`config.mk`:
```
export PLATFORM = sky130hd
export DESIGN_NAME = dfcd_top
export DESIGN_NICKNAME = d
export VERILOG_FILES = /design/src/shared/dfcd_pkg.sv /design/src/shared/dfcd_dec_if.sv /design/src/core/dfcd_top.sv /design/src/core/dfcd_decode.sv
export SDC_FILE = /design/constraint.sdc
export NUM_CORES = 1
export LEC_CHECK = 0
export BUFFER_PORTS_ARGS = -buffer_cell sky130_fd_sc_hd__buf_2
export CORE_ASPECT_RATIO = 1.5
export CORE_MARGIN = 1
export CORE_UTILIZATION = 25
export CTS_BUF_LIST = sky130_fd_sc_hd__clkbuf_4 sky130_fd_sc_hd__clkbuf_8
export DETAILED_ROUTE_END_ITERATION = 7
export PLACE_DENSITY = 0.53
export SKIP_LAST_GASP = 1
export SYNTH_ARGS = -nofsm -noshare
export SYNTH_HDL_FRONTEND = slang
export SYNTH_SLANG_ARGS = --single-unit
```
`constraint.sdc`:
```
create_clock -name clk_i -period 12.05 [get_ports clk_i]
set_input_delay 1.8075 -clock clk_i [delete_from_list [all_inputs] [get_ports clk_i]]
set_output_delay 1.8075 -clock clk_i [all_outputs]
set_load 0.05 [all_outputs]
```
`src/shared/dfcd_pkg.sv`:
```
// Constants and types shared by the digital frequency command decoder
package dfcd_pkg;
  // Codes that mean "no function" or "use the input value directly"
  localparam logic [13:0] METHOD_NONE = 14'h270F;
  localparam logic [15:0] GAIN_DIRECT = 16'h270F;
  localparam logic [13:0] COAST_DISABLE = 14'h270F;
  // Input method codes
  localparam logic [13:0] M_BCD3 = 14'h0000;
  localparam logic [13:0] M_BIN12 = 14'h0001;
  localparam logic [13:0] M_BCD3_COMP = 14'h0002;
  localparam logic [13:0] M_BIN12_COMP = 14'h0003;
  localparam logic [13:0] M_BCD4 = 14'h000A;
  localparam logic [13:0] M_BIN16 = 14'h000B;
  localparam logic [13:0] M_BCD4_COMP = 14'h000C;
  localparam logic [13:0] M_BIN16_COMP = 14'h000D;
  // Read timing codes; the filtered code behaves as always-read here
  localparam logic [3:0] TIMING_ALWAYS = 4'h0;
  localparam logic [3:0] TIMING_STROBE = 4'h1;
  localparam logic [3:0] TIMING_FILTER = 4'hA;
  // Increment selection codes and reset value
  localparam logic [1:0] INC_10HZ = 2'h0;
  localparam logic [1:0] INC_1HZ = 2'h1;
  localparam logic [1:0] INC_0P1HZ = 2'h2;
  localparam logic [1:0] INC_0P01HZ = 2'h3;
  localparam logic [1:0] INC_RESET = INC_1HZ;
  // Multipliers into 0.01 Hz counts
  localparam logic [9:0] SCALE_10HZ = 10'h3E8;
  localparam logic [9:0] SCALE_1HZ = 10'h064;
  localparam logic [9:0] SCALE_0P1HZ = 10'h00A;
  localparam logic [9:0] SCALE_0P01HZ = 10'h001;
  localparam logic [9:0] SCALE_RAW = 10'h001;
  // Widths
  localparam int CMD_W = 16;
  localparam int FREQ_W = 27;
  localparam int SRC_FREQ_W = 16;
  localparam int PIN_W = 25;
  // Field positions in the synchronised pin vector
  localparam int PIN_CMD_LSB = 0;
  localparam int PIN_STROBE = 16;
  localparam int PIN_INCH = 17;
  localparam int PIN_MS_LSB = 18;
  localparam int PIN_PID = 22;
  localparam int PIN_CUR = 23;
  localparam int PIN_RESTART = 24;
  // Winning frequency source
  typedef enum logic [2:0] {
    DFCD_SRC_VOLT = 3'h0,
    DFCD_SRC_CUR = 3'h1,
    DFCD_SRC_MULTI = 3'h2,
    DFCD_SRC_PID = 3'h3,
    DFCD_SRC_INCH = 3'h6,
    DFCD_SRC_DIG = 3'h7
  } dfcd_src_e;
endpackage : dfcd_pkg

```
`src/shared/dfcd_dec_if.sv`:
```
// Carrier between the top module and the command digit decoder
`timescale 1ns/10ps
`default_nettype none
interface dfcd_dec_if;
  logic [15:0] raw;
  logic wide;
  logic bcd;
  logic [15:0] value;
  logic bad_digit;
  modport host (output raw, output wide, output bcd, input value, input bad_digit);
  modport dec (input raw, input wide, input bcd, output value, output bad_digit);
endinterface : dfcd_dec_if
`default_nettype wire

```
`src/core/dfcd_top.sv`:
```
// Digital frequency command decoder: capture, decode, scale and source selection
//
// Notes on behaviour
// - Increment selection takes values 0 to 3 and is 1 after reset.
// - Increment selection only matters when the active gain holds the direct-value code.
// - Set frequency is the decoded value times 10, 1, 0.1 or 0.01 Hz for selection 0 to 3.
// - With any other gain value the increment selection is ignored.
// - In BCD mode a digit of A to F is discarded and the last valid value is kept.
// - Switching from binary to BCD while a digit of A to F is present sets zero.
// - With digital input on, multi-speed, current select and analog inputs are ignored.
// - Restart select stays effective while the restart coast time is not disabled.
// - Analog compensation is added only for methods 2, 3, 12 and 13.
// - Source priority is inching, multi-speed, PID, current select, then voltage.
// - Ramps are timed against the reference frequency exactly as for analog commands.
// - Methods 0 to 3 use 12 bits or 3 digits, methods 10 to 13 use all 16 bits.
// - Increment writes are refused while running and parameter clear leaves it alone.
// - With read timing 1 the inputs are captured only while the read strobe is high.
// - With the direct-value code the decoded value is the frequency, with no bias.
`timescale 1ns/10ps
`default_nettype none
module dfcd_top (
  input wire logic clk_i,
  input wire logic nrst_i,
  input wire logic [15:0] digital_command_bits_i,
  input wire logic read_strobe_i,
  input wire logic inching_operation_i,
  input wire logic [3:0] multi_speed_inputs_i,
  input wire logic pid_select_i,
  input wire logic current_input_select_i,
  input wire logic restart_select_i,
  input wire logic running_i,
  input wire logic [13:0] input_method_select_i,
  input wire logic [3:0] read_timing_select_i,
  input wire logic [15:0] bcd_gain_setting_i,
  input wire logic [15:0] binary_gain_setting_i,
  input wire logic [13:0] restart_coast_time_i,
  input wire logic [15:0] ramp_reference_frequency_i,
  input wire logic increment_wr_i,
  input wire logic [1:0] increment_wdata_i,
  input wire logic [15:0] analog_comp_i,
  input wire logic [15:0] inching_freq_i,
  input wire logic [15:0] multi_speed_freq_i,
  input wire logic [15:0] pid_freq_i,
  input wire logic [15:0] current_freq_i,
  input wire logic [15:0] voltage_freq_i,
  output logic [26:0] set_freq_o,
  output dfcd_pkg::dfcd_src_e source_o,
  output logic [1:0] increment_select_o,
  output logic increment_refused_o,
  output logic direct_mode_o,
  output logic bcd_reject_o,
  output logic restart_select_o,
  output logic [15:0] ramp_reference_o
);

  ////////////////////////////////////////////////////////////////////////////
  // Reset release

  logic rst_meta;
  logic rst_n;

  always_ff @(posedge clk_i or negedge nrst_i) begin
    if (!nrst_i) begin
      rst_meta <= 1'b0;
      rst_n <= 1'b0;
    end else begin
      rst_meta <= 1'b1;
      rst_n <= rst_meta;
    end
  end

  ////////////////////////////////////////////////////////////////////////////
  // Pin synchronisers: a bit moves only once stages two and three agree

  logic [dfcd_pkg::PIN_W-1:0] pin_raw;
  logic [dfcd_pkg::PIN_W-1:0] pin_s1;
  logic [dfcd_pkg::PIN_W-1:0] pin_s2;
  logic [dfcd_pkg::PIN_W-1:0] pin_s3;
  logic [dfcd_pkg::PIN_W-1:0] pin_f;

  assign pin_raw = {restart_select_i, current_input_select_i, pid_select_i,
                    multi_speed_inputs_i, inching_operation_i, read_strobe_i,
                    digital_command_bits_i};

  always_ff @(posedge clk_i or negedge rst_n) begin
    if (!rst_n) begin
      pin_s1 <= '0;
      pin_s2 <= '0;
      pin_s3 <= '0;
      pin_f <= '0;
    end else begin
      pin_s1 <= pin_raw;
      pin_s2 <= pin_s1;
      pin_s3 <= pin_s2;
      pin_f <= (pin_s2 & pin_s3) | (pin_f & (pin_s2 ^ pin_s3));
    end
  end

  logic strobe_f;
  logic inch_f;
  logic multi_f;
  logic pid_f;
  logic cur_f;
  logic restart_f;

  assign strobe_f = pin_f[dfcd_pkg::PIN_STROBE];
  assign inch_f = pin_f[dfcd_pkg::PIN_INCH];
  assign multi_f = |pin_f[dfcd_pkg::PIN_MS_LSB +: 4];
  assign pid_f = pin_f[dfcd_pkg::PIN_PID];
  assign cur_f = pin_f[dfcd_pkg::PIN_CUR];
  assign restart_f = pin_f[dfcd_pkg::PIN_RESTART];

  ////////////////////////////////////////////////////////////////////////////
  // Command capture; reset leaves all command bits off until read

  logic [15:0] cmd_cap;

  always_ff @(posedge clk_i or negedge rst_n) begin
    if (!rst_n) begin
      cmd_cap <= '0;
    end else if (read_timing_select_i == dfcd_pkg::TIMING_STROBE) begin
      if (strobe_f) begin
        cmd_cap <= pin_f[dfcd_pkg::PIN_CMD_LSB +: 16];
      end
    end else begin
      cmd_cap <= pin_f[dfcd_pkg::PIN_CMD_LSB +: 16];
    end
  end

  ////////////////////////////////////////////////////////////////////////////
  // Input method decode; unknown codes behave as no function

  logic dig_active;
  logic bcd;
  logic wide;
  logic comp_en;

  always_comb begin
    dig_active = 1'b1;
    bcd = 1'b0;
    wide = 1'b0;
    comp_en = 1'b0;
    // compensation only for the four compensated methods
    case (input_method_select_i)
      dfcd_pkg::M_BCD3: bcd = 1'b1;
      dfcd_pkg::M_BIN12: bcd = 1'b0;
      dfcd_pkg::M_BCD3_COMP: begin
        bcd = 1'b1;
        comp_en = 1'b1;
      end
      dfcd_pkg::M_BIN12_COMP: comp_en = 1'b1;
      dfcd_pkg::M_BCD4: begin
        bcd = 1'b1;
        wide = 1'b1;
      end
      dfcd_pkg::M_BIN16: wide = 1'b1;
      dfcd_pkg::M_BCD4_COMP: begin
        bcd = 1'b1;
        wide = 1'b1;
        comp_en = 1'b1;
      end
      dfcd_pkg::M_BIN16_COMP: begin
        wide = 1'b1;
        comp_en = 1'b1;
      end
      default: dig_active = 1'b0;
    endcase
  end

  dfcd_dec_if dif ();

  assign dif.raw = cmd_cap;
  assign dif.wide = wide;
  assign dif.bcd = bcd;

  dfcd_decode u_decode (
    .dif(dif)
  );

  ////////////////////////////////////////////////////////////////////////////
  // Held digital value

  logic prev_bcd;
  logic [15:0] dig_value;

  always_ff @(posedge clk_i or negedge rst_n) begin
    if (!rst_n) begin
      prev_bcd <= 1'b0;
      bcd_reject_o <= 1'b0;
    end else begin
      prev_bcd <= bcd & dig_active;
      bcd_reject_o <= dif.bad_digit & dig_active;
    end
  end

  always_ff @(posedge clk_i or negedge rst_n) begin
    if (!rst_n) begin
      dig_value <= '0;
    end else if (!dig_active) begin
      dig_value <= '0;
    end else if (dif.bad_digit) begin
      // fresh switch into BCD with a bad digit gives zero
      if (!prev_bcd) begin
        dig_value <= '0;
      end
      // otherwise the last valid value is kept
    end else begin
      dig_value <= dif.value;
    end
  end

  ////////////////////////////////////////////////////////////////////////////
  // Increment selection; no clear input reaches it by design

  always_ff @(posedge clk_i or negedge rst_n) begin
    if (!rst_n) begin
      increment_select_o <= dfcd_pkg::INC_RESET;
      increment_refused_o <= 1'b0;
    end else begin
      increment_refused_o <= increment_wr_i & running_i;
      if (increment_wr_i && !running_i) begin
        increment_select_o <= increment_wdata_i;
      end
    end
  end

  ////////////////////////////////////////////////////////////////////////////
  // Scaling into 0.01 Hz counts

  logic direct;
  logic [9:0] factor;
  logic [26:0] scaled_q;
  logic [26:0] comp_q;

  // direct code of the active coding's gain
  assign direct = bcd ? (bcd_gain_setting_i == dfcd_pkg::GAIN_DIRECT)
                      : (binary_gain_setting_i == dfcd_pkg::GAIN_DIRECT);

  always_comb begin
    // raw count passes unscaled for the gain line downstream
    factor = dfcd_pkg::SCALE_RAW;
    if (direct) begin
      case (increment_select_o)
        dfcd_pkg::INC_10HZ: factor = dfcd_pkg::SCALE_10HZ;
        dfcd_pkg::INC_1HZ: factor = dfcd_pkg::SCALE_1HZ;
        dfcd_pkg::INC_0P1HZ: factor = dfcd_pkg::SCALE_0P1HZ;
        dfcd_pkg::INC_0P01HZ: factor = dfcd_pkg::SCALE_0P01HZ;
        default: factor = dfcd_pkg::SCALE_RAW;
      endcase
    end
  end

  always_ff @(posedge clk_i or negedge rst_n) begin
    if (!rst_n) begin
      scaled_q <= '0;
      comp_q <= '0;
      direct_mode_o <= 1'b0;
    end else begin
      // 27 bits hold 65535 x 1000 plus compensation
      scaled_q <= 27'(dig_value) * 27'(factor);
      comp_q <= comp_en ? 27'(analog_comp_i) : '0;
      direct_mode_o <= direct & dig_active;
    end
  end

  ////////////////////////////////////////////////////////////////////////////
  // Source priority and outputs

  dfcd_pkg::dfcd_src_e next_src;
  logic [26:0] next_freq;

  always_comb begin
    // digital mode masks multi-speed, current and analog sources
    if (inch_f) begin
      next_src = dfcd_pkg::DFCD_SRC_INCH;
      next_freq = 27'(inching_freq_i);
    end else if (!dig_active && multi_f) begin
      next_src = dfcd_pkg::DFCD_SRC_MULTI;
      next_freq = 27'(multi_speed_freq_i);
    end else if (pid_f) begin
      next_src = dfcd_pkg::DFCD_SRC_PID;
      next_freq = 27'(pid_freq_i);
    end else if (dig_active) begin
      next_src = dfcd_pkg::DFCD_SRC_DIG;
      next_freq = scaled_q + comp_q;
    end else if (cur_f) begin
      next_src = dfcd_pkg::DFCD_SRC_CUR;
      next_freq = 27'(current_freq_i);
    end else begin
      next_src = dfcd_pkg::DFCD_SRC_VOLT;
      next_freq = 27'(voltage_freq_i);
    end
  end

  always_ff @(posedge clk_i or negedge rst_n) begin
    if (!rst_n) begin
      set_freq_o <= '0;
      source_o <= dfcd_pkg::DFCD_SRC_VOLT;
      restart_select_o <= 1'b0;
      ramp_reference_o <= '0;
    end else begin
      set_freq_o <= next_freq;
      source_o <= next_src;
      // restart select survives digital mode unless disabled
      restart_select_o <= restart_f &
                          (!dig_active || restart_coast_time_i != dfcd_pkg::COAST_DISABLE);
      // same ramp reference as analog commands
      ramp_reference_o <= ramp_reference_frequency_i;
    end
  end
endmodule : dfcd_top
`default_nettype wire

```
`src/core/dfcd_decode.sv`:
```
// Combinational BCD or binary decode of the captured command word
`timescale 1ns/10ps
`default_nettype none
module dfcd_decode (
  dfcd_dec_if.dec dif
);
  logic [15:0] masked;
  logic [3:0] nib_bad;

  assign masked = dif.wide ? dif.raw : {4'h0, dif.raw[11:0]};

  for (genvar g = 0; g < 4; g++) begin : g_nib
    assign nib_bad[g] = masked[4*g+3 -: 4] > 4'h9;
  end

  always_comb begin
    dif.bad_digit = dif.bcd && (|nib_bad);
    if (dif.bcd) begin
      dif.value = 16'(masked[15:12] * 16'h03E8) + 16'(masked[11:8] * 16'h0064)
                + 16'(masked[7:4] * 16'h000A) + 16'(masked[3:0]);
    end else begin
      dif.value = masked;
    end
  end
endmodule : dfcd_decode
`default_nettype wire

```
==> results of run 1 <==
[synthesized netlist by cell type, types with 4 or more instances]
| library cell | instances |
|---|---|
| clkbuf_1 | 28 |
| nand3_1 | 13 |
| buf_4 | 4 |
| and2_1 | 47 |
| nand2_1 | 110 |
| nor4_2 | 4 |
| a211o_1 | 4 |
| nor3_1 | 15 |
| xor2_1 | 18 |
| ha_1 | 171 |
| fa_1 | 103 |
| mux2_2 | 22 |
| o21ai_1 | 9 |
| a21boi_1 | 4 |
| dfrtp_1 | 228 |
| and3_1 | 23 |
| inv_1 | 163 |
| nor4b_1 | 5 |
| a21oi_1 | 69 |
| or3_1 | 7 |
| nand4_1 | 4 |
| o21a_1 | 8 |
| nand2b_1 | 8 |
| or2_1 | 4 |
| a21o_1 | 40 |
| a31oi_1 | 8 |
| o211ai_1 | 4 |
| nor3b_1 | 7 |
| buf_2 | 6 |
| xnor2_1 | 54 |
| o21ai_0 | 54 |
| a211oi_1 | 12 |
| nand4b_1 | 5 |
| nor2_1 | 78 |
| nor2b_1 | 13 |
| o21bai_1 | 8 |
| mux2i_1 | 21 |
| o31ai_1 | 7 |
| a21boi_0 | 5 |
[stage by stage]
stage / hold WS, ps / setup slack (ps) / cells / utilization, % / power [mW]
global placement: 331.3 / 2108 / 2472 / 28.86 / 1.182
CTS: 345.8 / 2575 / 2550 / 30.45 / 2.061
global route: 351.2 / 2062 / 2550 / 30.45 / 2.130
floorplan: 331.2 / 3532 / 1452 / - / 1.077
detailed placement: 334.7 / 1916 / 2472 / 28.86 / 1.188
finish: 342.2 / 2598 / 2550 / 30.45 / 2.015
[power breakdown]
part           switching [mW]  internal (mW)  leakage, nW  total (mW)
Combinational           0.191          0.130         6.18       0.321
Sequential             0.0354          0.813         2.86       0.848
Clock                   0.341          0.505        0.510       0.845
Total                   0.567           1.45         9.55        2.01
[worst max-delay path, delay by kind of cell]
kind	cells	cell delay, ps
XOR/XNOR	1	160
AND/OR/NAND/NOR	9	3120
AO/OA/AOI/OAI	6	1400
buffers and inverters	7	560
adder cells (fa/ha/maj)	6	2840
[per-layer routing]
metal  share of wire, %  vias up  track usage (%)
met5                  0        -                0
met4                3.0        0            4.892
met3                4.5       59            1.913
met2                 52      272            21.70
met1                 40     5425            13.15
li1                   -     5453                -
[cell families after synthesis]
kind of cell,share of synthesized area (%)
XOR/XNOR,4.190
other,0.02429
multiplexers,2.966
AND/OR/NAND/NOR,11.90
flip-flops,37.12
adder cells (fa/ha/maj),27.21
AO/OA/AOI/OAI,11.43
buffers and inverters,5.154
[path summary, 6_finish.rpt]
path	startpoint	end	slack (ps)	depth (start not counted)
setup reg to reg	increment_select_o[0]$_DFFE_PN1P_	scaled_q[25]$_DFF_PN0_	4950	22
max in group asynchronous	rst_n$_DFF_PN0_	comp_q[9]$_DFF_PN0_	9760	2
setup / recovery	input_method_select_i[13]	scaled_q[25]$_DFF_PN0_	2600	29
hold reg to reg	pin_s1[3]$_DFF_PN0_	pin_s2[3]$_DFF_PN0_	340	0
hold / removal	pin_s1[3]$_DFF_PN0_	pin_s2[3]$_DFF_PN0_	340	0
min in group asynchronous	rst_n$_DFF_PN0_	ramp_reference_o[13]$_DFF_PN0_	380	0
[flip-flops by register name, indices dropped and copies added (netlist names), 25 cells and up]
register and flops:
pin_f 25, pin_s1 25, scaled_q 26, set_freq_o 27, pin_s3 25, pin_s2 25
[layout make-up]
class / instances / area share [%]
inverter: 164 / 3.309
tap: 791 / 5.319
clock inverter: 14 / 1.015
timing repair buffer: 269 / 7.384
sequential: 229 / 30.83
clock buffer: 64 / 4.196
multi-input combinational: 1019 / 47.95
==> metrics.txt, run 1 <==
status=finished, final reports clean; CP Class=in2reg; Yosys top cell area share=a little under two fifths; share of layout cells above drive strength 1=22.57%; fin. max-slew vios=0; Initial Util=between 20% and 30%; crit end category=flip-flop; Final nets=about 2.2k; Tcrit/Tclk final=78.44%; DR vias=~11k; dpl cell area=between 15000 and 20000 um2; synthesized area=about 15000 um2; DRC=0; FF+latch count, synth=around 230; RePlAce Congestion=roughly 0.84; CTS Hold Bufs=0; Synth async-reset ratio=100.0%; row cnt=roughly 110; synth top area cells=dfrtp_1, ha_1, fa_1; syn_area_per_cell=between 10 and 15 um2; Clock Latency Late Sink=about 600 ps; HP Class=reg2reg; Leak=9.550 nW; Post-synth EDFFs=0; crit path launch type=input port; Hold Fails Final Rpt=0; post-synth top area cell=dfrtp_1; drt wl/cell=between 10 and 15 um; clock root buffer=clkbuf_8; Initial DRC Count=roughly 530; Mapped Cells=1452; initial antenna violation count=0; area of the multi-input gates=around 8900 um2; CTS H-tree depth=2; syn nets=1933; setup TNS=0 ps; CTS tree=done; post-CTS sizing=0; CP max FO=22; final setup vio count=0; max-cap violations=0; I/O pins=around 260; max_slew headroom=28.17%; commonest cells after routing, fill and taps aside=buf_2, dfrtp_1, ha_1; CTS clk-pin slew, worst paths=roughly 60 ps; Num CTS Buffers=44; pwr/cell area=about 110 nW/um2; die area=approximately 63000 um2; minimum clock period=~9500 ps; slowest stage delay, CP=approximately 750 ps; Max Clk Rate=around 110 MHz; sequential area share after synthesis=a little under two fifths; Placeable Area=61110 um2; fin area=between 15000 and 20000 um2; Area growth syn-to-layout=20.50%; DRT antenna net count=0; first-pass GRT wire length=approximately 59 mm; Reg area=about 5700 um2; Die Y=306.4 um; synth warn=0; Worst Path Required=roughly 13000 ps; pin count of the biggest net entering global routing=70; vias in the first global route=about 12k; number of port buffers=258; fill cell count=between 6k and 7k; GRT Residual Overflow=0; setup bufs post-CTS=0; final WL=~37 mm; DR pass1 iterations=7; # diodes=0; RSZ-0062 raised after global routing=no; Slew @ Worst Pin=roughly 1100 ps; Crit-path slowest cell=nor2_2; distinct cell type count after synthesis=80; maximum vdd drop=between 80 and 90 uV; vias per inst=~4.4; die width=204.9 um; clock sinks=about 230; Most used DFF post-synth=dfrtp_1; clk_skew=approximately 23 ps; most common cell after layout, fill and taps aside=buf_2; dpl hpwl=29.78 mm; Worst EP arrival=9930 ps; clk buf depth=3; GRT Resource Usage Total=a little under an eighth
(Power assumes the default switching activity.)
==> run 2: changes to the inputs <==
--- a/config.mk
+++ b/config.mk
@@ -5,6 +5,7 @@
 export SDC_FILE = /design/constraint.sdc
 export NUM_CORES = 1
 export LEC_CHECK = 0
+export ABC_AREA = 1
 export BUFFER_PORTS_ARGS = -buffer_cell sky130_fd_sc_hd__buf_2
 export CORE_ASPECT_RATIO = 1.5
 export CORE_MARGIN = 1
==> constraint.sdc (replaced) <==
create_clock -name clk_i -period 9 [get_ports clk_i]
set_input_delay 1.35 -clock clk_i [delete_from_list [all_inputs] [get_ports clk_i]]
set_output_delay 1.35 -clock clk_i [all_outputs]
set_load 0.05 [all_outputs]
==> run 2 against run 1 <==
Against the previous run:
- worst setup slack got worse by 970 ps
- synthesized cell count rose by 15%
- register-to-register slack got worse by 2600 ps
- routed wire length rose by 5.4%
- cell area fell by 0.48%
- largest cell class unchanged
- critical path depth rose by 1
- sequential share of layout area rose by 0.15 points
- via count rose by 7.0%
- sequential power rose by 33%
- combinational power rose by 44%
- area after synthesis rose by 0.27%
- utilization fell by 0.15 points
==> metrics.txt, run 2 <==
pin count of the biggest net entering global routing=roughly 170; Initial DRC Count=426; Synth top cells by count=inv_1, nand2_1, dfrtp_1, ha_1, nor2_1; initial antenna violation count=0; synth warn=0; share of layout cells above drive strength 1=18.99%; area of the multi-input gates=between 8000 and 9000 um2; Clock Latency Late Sink=650 ps; synthesized area=around 15000 um2; Final Non-Filler Cells=between 2k and 3k; slowest stage delay, CP=~540 ps; clk_skew=62.18 ps; Area growth syn-to-layout=19.61%; CP max FO=22; Worst Path Required=9510 ps; pwr/cell area=140.9 nW/um2; RePlAce Congestion=0.8739; die width=approximately 210 um; P_sw=approximately 0.8 mW; post-synth top area cell=dfrtp_1; DRT antenna net count=0; fill cell count=between 6k and 7k; FF+latch count, synth=around 230; clock sinks=between 200 and 250; syn_area_per_cell=9.298 um2; maximum vdd drop=between 100 and 150 uV; HP Class=reg2reg; setup bufs post-CTS=0; post-CTS sizing=0; Hold Fails Final Rpt=0; first-pass GRT wire length=roughly 64 mm; Num CTS Buffers=40; Initial Util=25.33%; status=finished, final reports clean; CTS Hold Bufs=0; Slew @ Worst Pin=around 1100 ps; Leak=~9.9 nW; final setup vio count=0; Flop pwr share=between 40% and 50%; Logic pwr share=17.7%; Placed Instances=2689; Crit-path slowest cell=fa_1; clock root buffer=clkbuf_8; crit path launch type=input port; setup TNS=0 ps; switching part of the total power=between 30% and 40%; number of port buffers=~260; Most used DFF post-synth=dfrtp_1; final WL=around 40 mm; crit end category=flip-flop; CTS clk-pin slew, worst paths=about 60 ps; Reg area=5736 um2; distinct cell type count after synthesis=54; Max Clk Rate=approximately 140 MHz; DR vias=between 10k and 15k; RSZ-0062 raised after global routing=no; fin. max-slew vios=0; vias in the first global route=roughly 13k; Yosys top cell area share=between 30% and 40%; largest register by flop count=set_freq_o; most instantiated library cell after synthesis=inv_1; worst slack, placed=944.7 ps; clock share of power=39.0%; Tcrit/Tclk final=81.94%; biggest regs=set_freq_o x27, scaled_q x26; CP Class=in2reg; most common cell after layout, fill and taps aside=inv_1; # diodes=0; Final nets=2421; minimum clock period=around 7400 ps; CTS tree=done; Die Y=a little over 300 um; max_slew headroom=between 20% and 30%; commonest cells after routing, fill and taps aside=inv_1, nand2_1, buf_2; Worst EP arrival=between 7000 and 8000 ps; Largest register FFs=27; DRC=0; vias per inst=around 4.3; GRT Resource Usage Total=between 10 and 15%; CTS H-tree depth=2; GRT Residual Overflow=0; CP dominant cell by count=fa_1; max-cap violations=0; synth top area cells=dfrtp_1, ha_1, fa_1; drt wl/cell=about 14 um; row cnt=roughly 110; Synth async-reset ratio=100.0%; total internal power=between 1.5 and 2 mW; dpl hpwl=slightly above 30 mm; Mapped Cells=1665; sequential area share after synthesis=between 30% and 40%; die area=between 60000 and 70000 um2; Post-synth EDFFs=0; syn nets=~2.1k; worst setup margin=between 1500 and 2000 ps; DR pass1 iterations=5; Hold WS=342.1 ps; I/O pins=roughly 260; clk buf depth=3; Placeable Area=61110 um2
==> run 2: changes by cell type after synthesis, moves of 19 or more <==
cell	previous run	this run
nand2_1	110	280
inv_1	163	281
nand3_1	13	73
and2_1	47	0
xnor2_1	54	21
nor2_1	78	109
o21ai_0	54	81
and3_1	23	0
mux2i_1	21	0
a21oi_1	69	88
mux2_2	22	3
==> run 2: area by class of cell <==
type,count,share of cell area (%)
Clock buffer,56,3.858
Clock inverter,15,0.7230
Inverter,285,5.791
Multi-Input combinational cell,1122,46.10
Sequential cell,229,30.98
Tap cell,791,5.345
Timing Repair Buffer,262,7.203
==> run 2: kinds of logic after synthesis <==
| family | after synthesis | synth area share [%] |
|---|---|---|
| AO/OA/AOI/OAI | 259 | 9.674 |
| adder cells (fa/ha/maj) | 274 | 27.14 |
| buffers and inverters | 314 | 7.831 |
| other | 1 | 0.02422 |
| multiplexers | 3 | 0.2182 |
| flip-flops | 229 | 37.02 |
| AND/OR/NAND/NOR | 533 | 15.15 |
| XOR/XNOR | 52 | 2.942 |
==> run 2: power groups by stage <==
| stage | Clock (mW) | Combinational (mW) | Sequential (mW) |
|---|---|---|---|
| 5_1_grt | 1.12 | 0.515 | 1.14 |
| 3_5_place_dp | 0 | 0.462 | 1.15 |
| 6_report | 1.02 | 0.462 | 1.13 |
| 2_1_floorplan | 0 | 0.242 | 1.21 |
| 4_1_cts | 1.08 | 0.468 | 1.13 |
| 3_3_place_gp | 0 | 0.461 | 1.15 |
==> run 2: metal layers <==
layer  GRT usage, %  wire (um)
met2          24.62      20610
met5              0          0
met4          5.530       1528
met3          2.331       1911
met1          13.05      14890
==> run 2: critical path, delay by kind of cell <==
family / cells / cell delay [ps]
adder cells (fa/ha/maj): 6 / 2910
AND/OR/NAND/NOR: 9 / 1300
AO/OA/AOI/OAI: 7 / 1180
buffers and inverters: 7 / 930
XOR/XNOR: 1 / 170
==> run 2: final timing paths <==
kind,slack [ps],startpoint,end,cells after the start
setup / recovery,1630,input_method_select_i[13],scaled_q[23]$_DFF_PN0_,30
hold / removal,340,pin_s1[20]$_DFF_PN0_,pin_s2[20]$_DFF_PN0_,0
setup reg to reg,2320,increment_select_o[0]$_DFFE_PN1P_,scaled_q[23]$_DFF_PN0_,23
hold reg to reg,340,pin_s1[20]$_DFF_PN0_,pin_s2[20]$_DFF_PN0_,0
max in group asynchronous,6980,rst_n$_DFF_PN0_,set_freq_o[20]$_DFF_PN0_,1
min in group asynchronous,430,rst_n$_DFF_PN0_,pin_s1[11]$_DFF_PN0_,0
==> run 2: metrics by stage <==
step                      utilization [%]  cell area, um2  total power, mW
after floorplan                         -           15480            1.452
after global placement              28.91           17670            1.609
after detailed placement            28.91           17670            1.612
after CTS                           30.30           18520            2.681
after global routing                30.30           18520            2.773
final                               30.30           18520            2.609
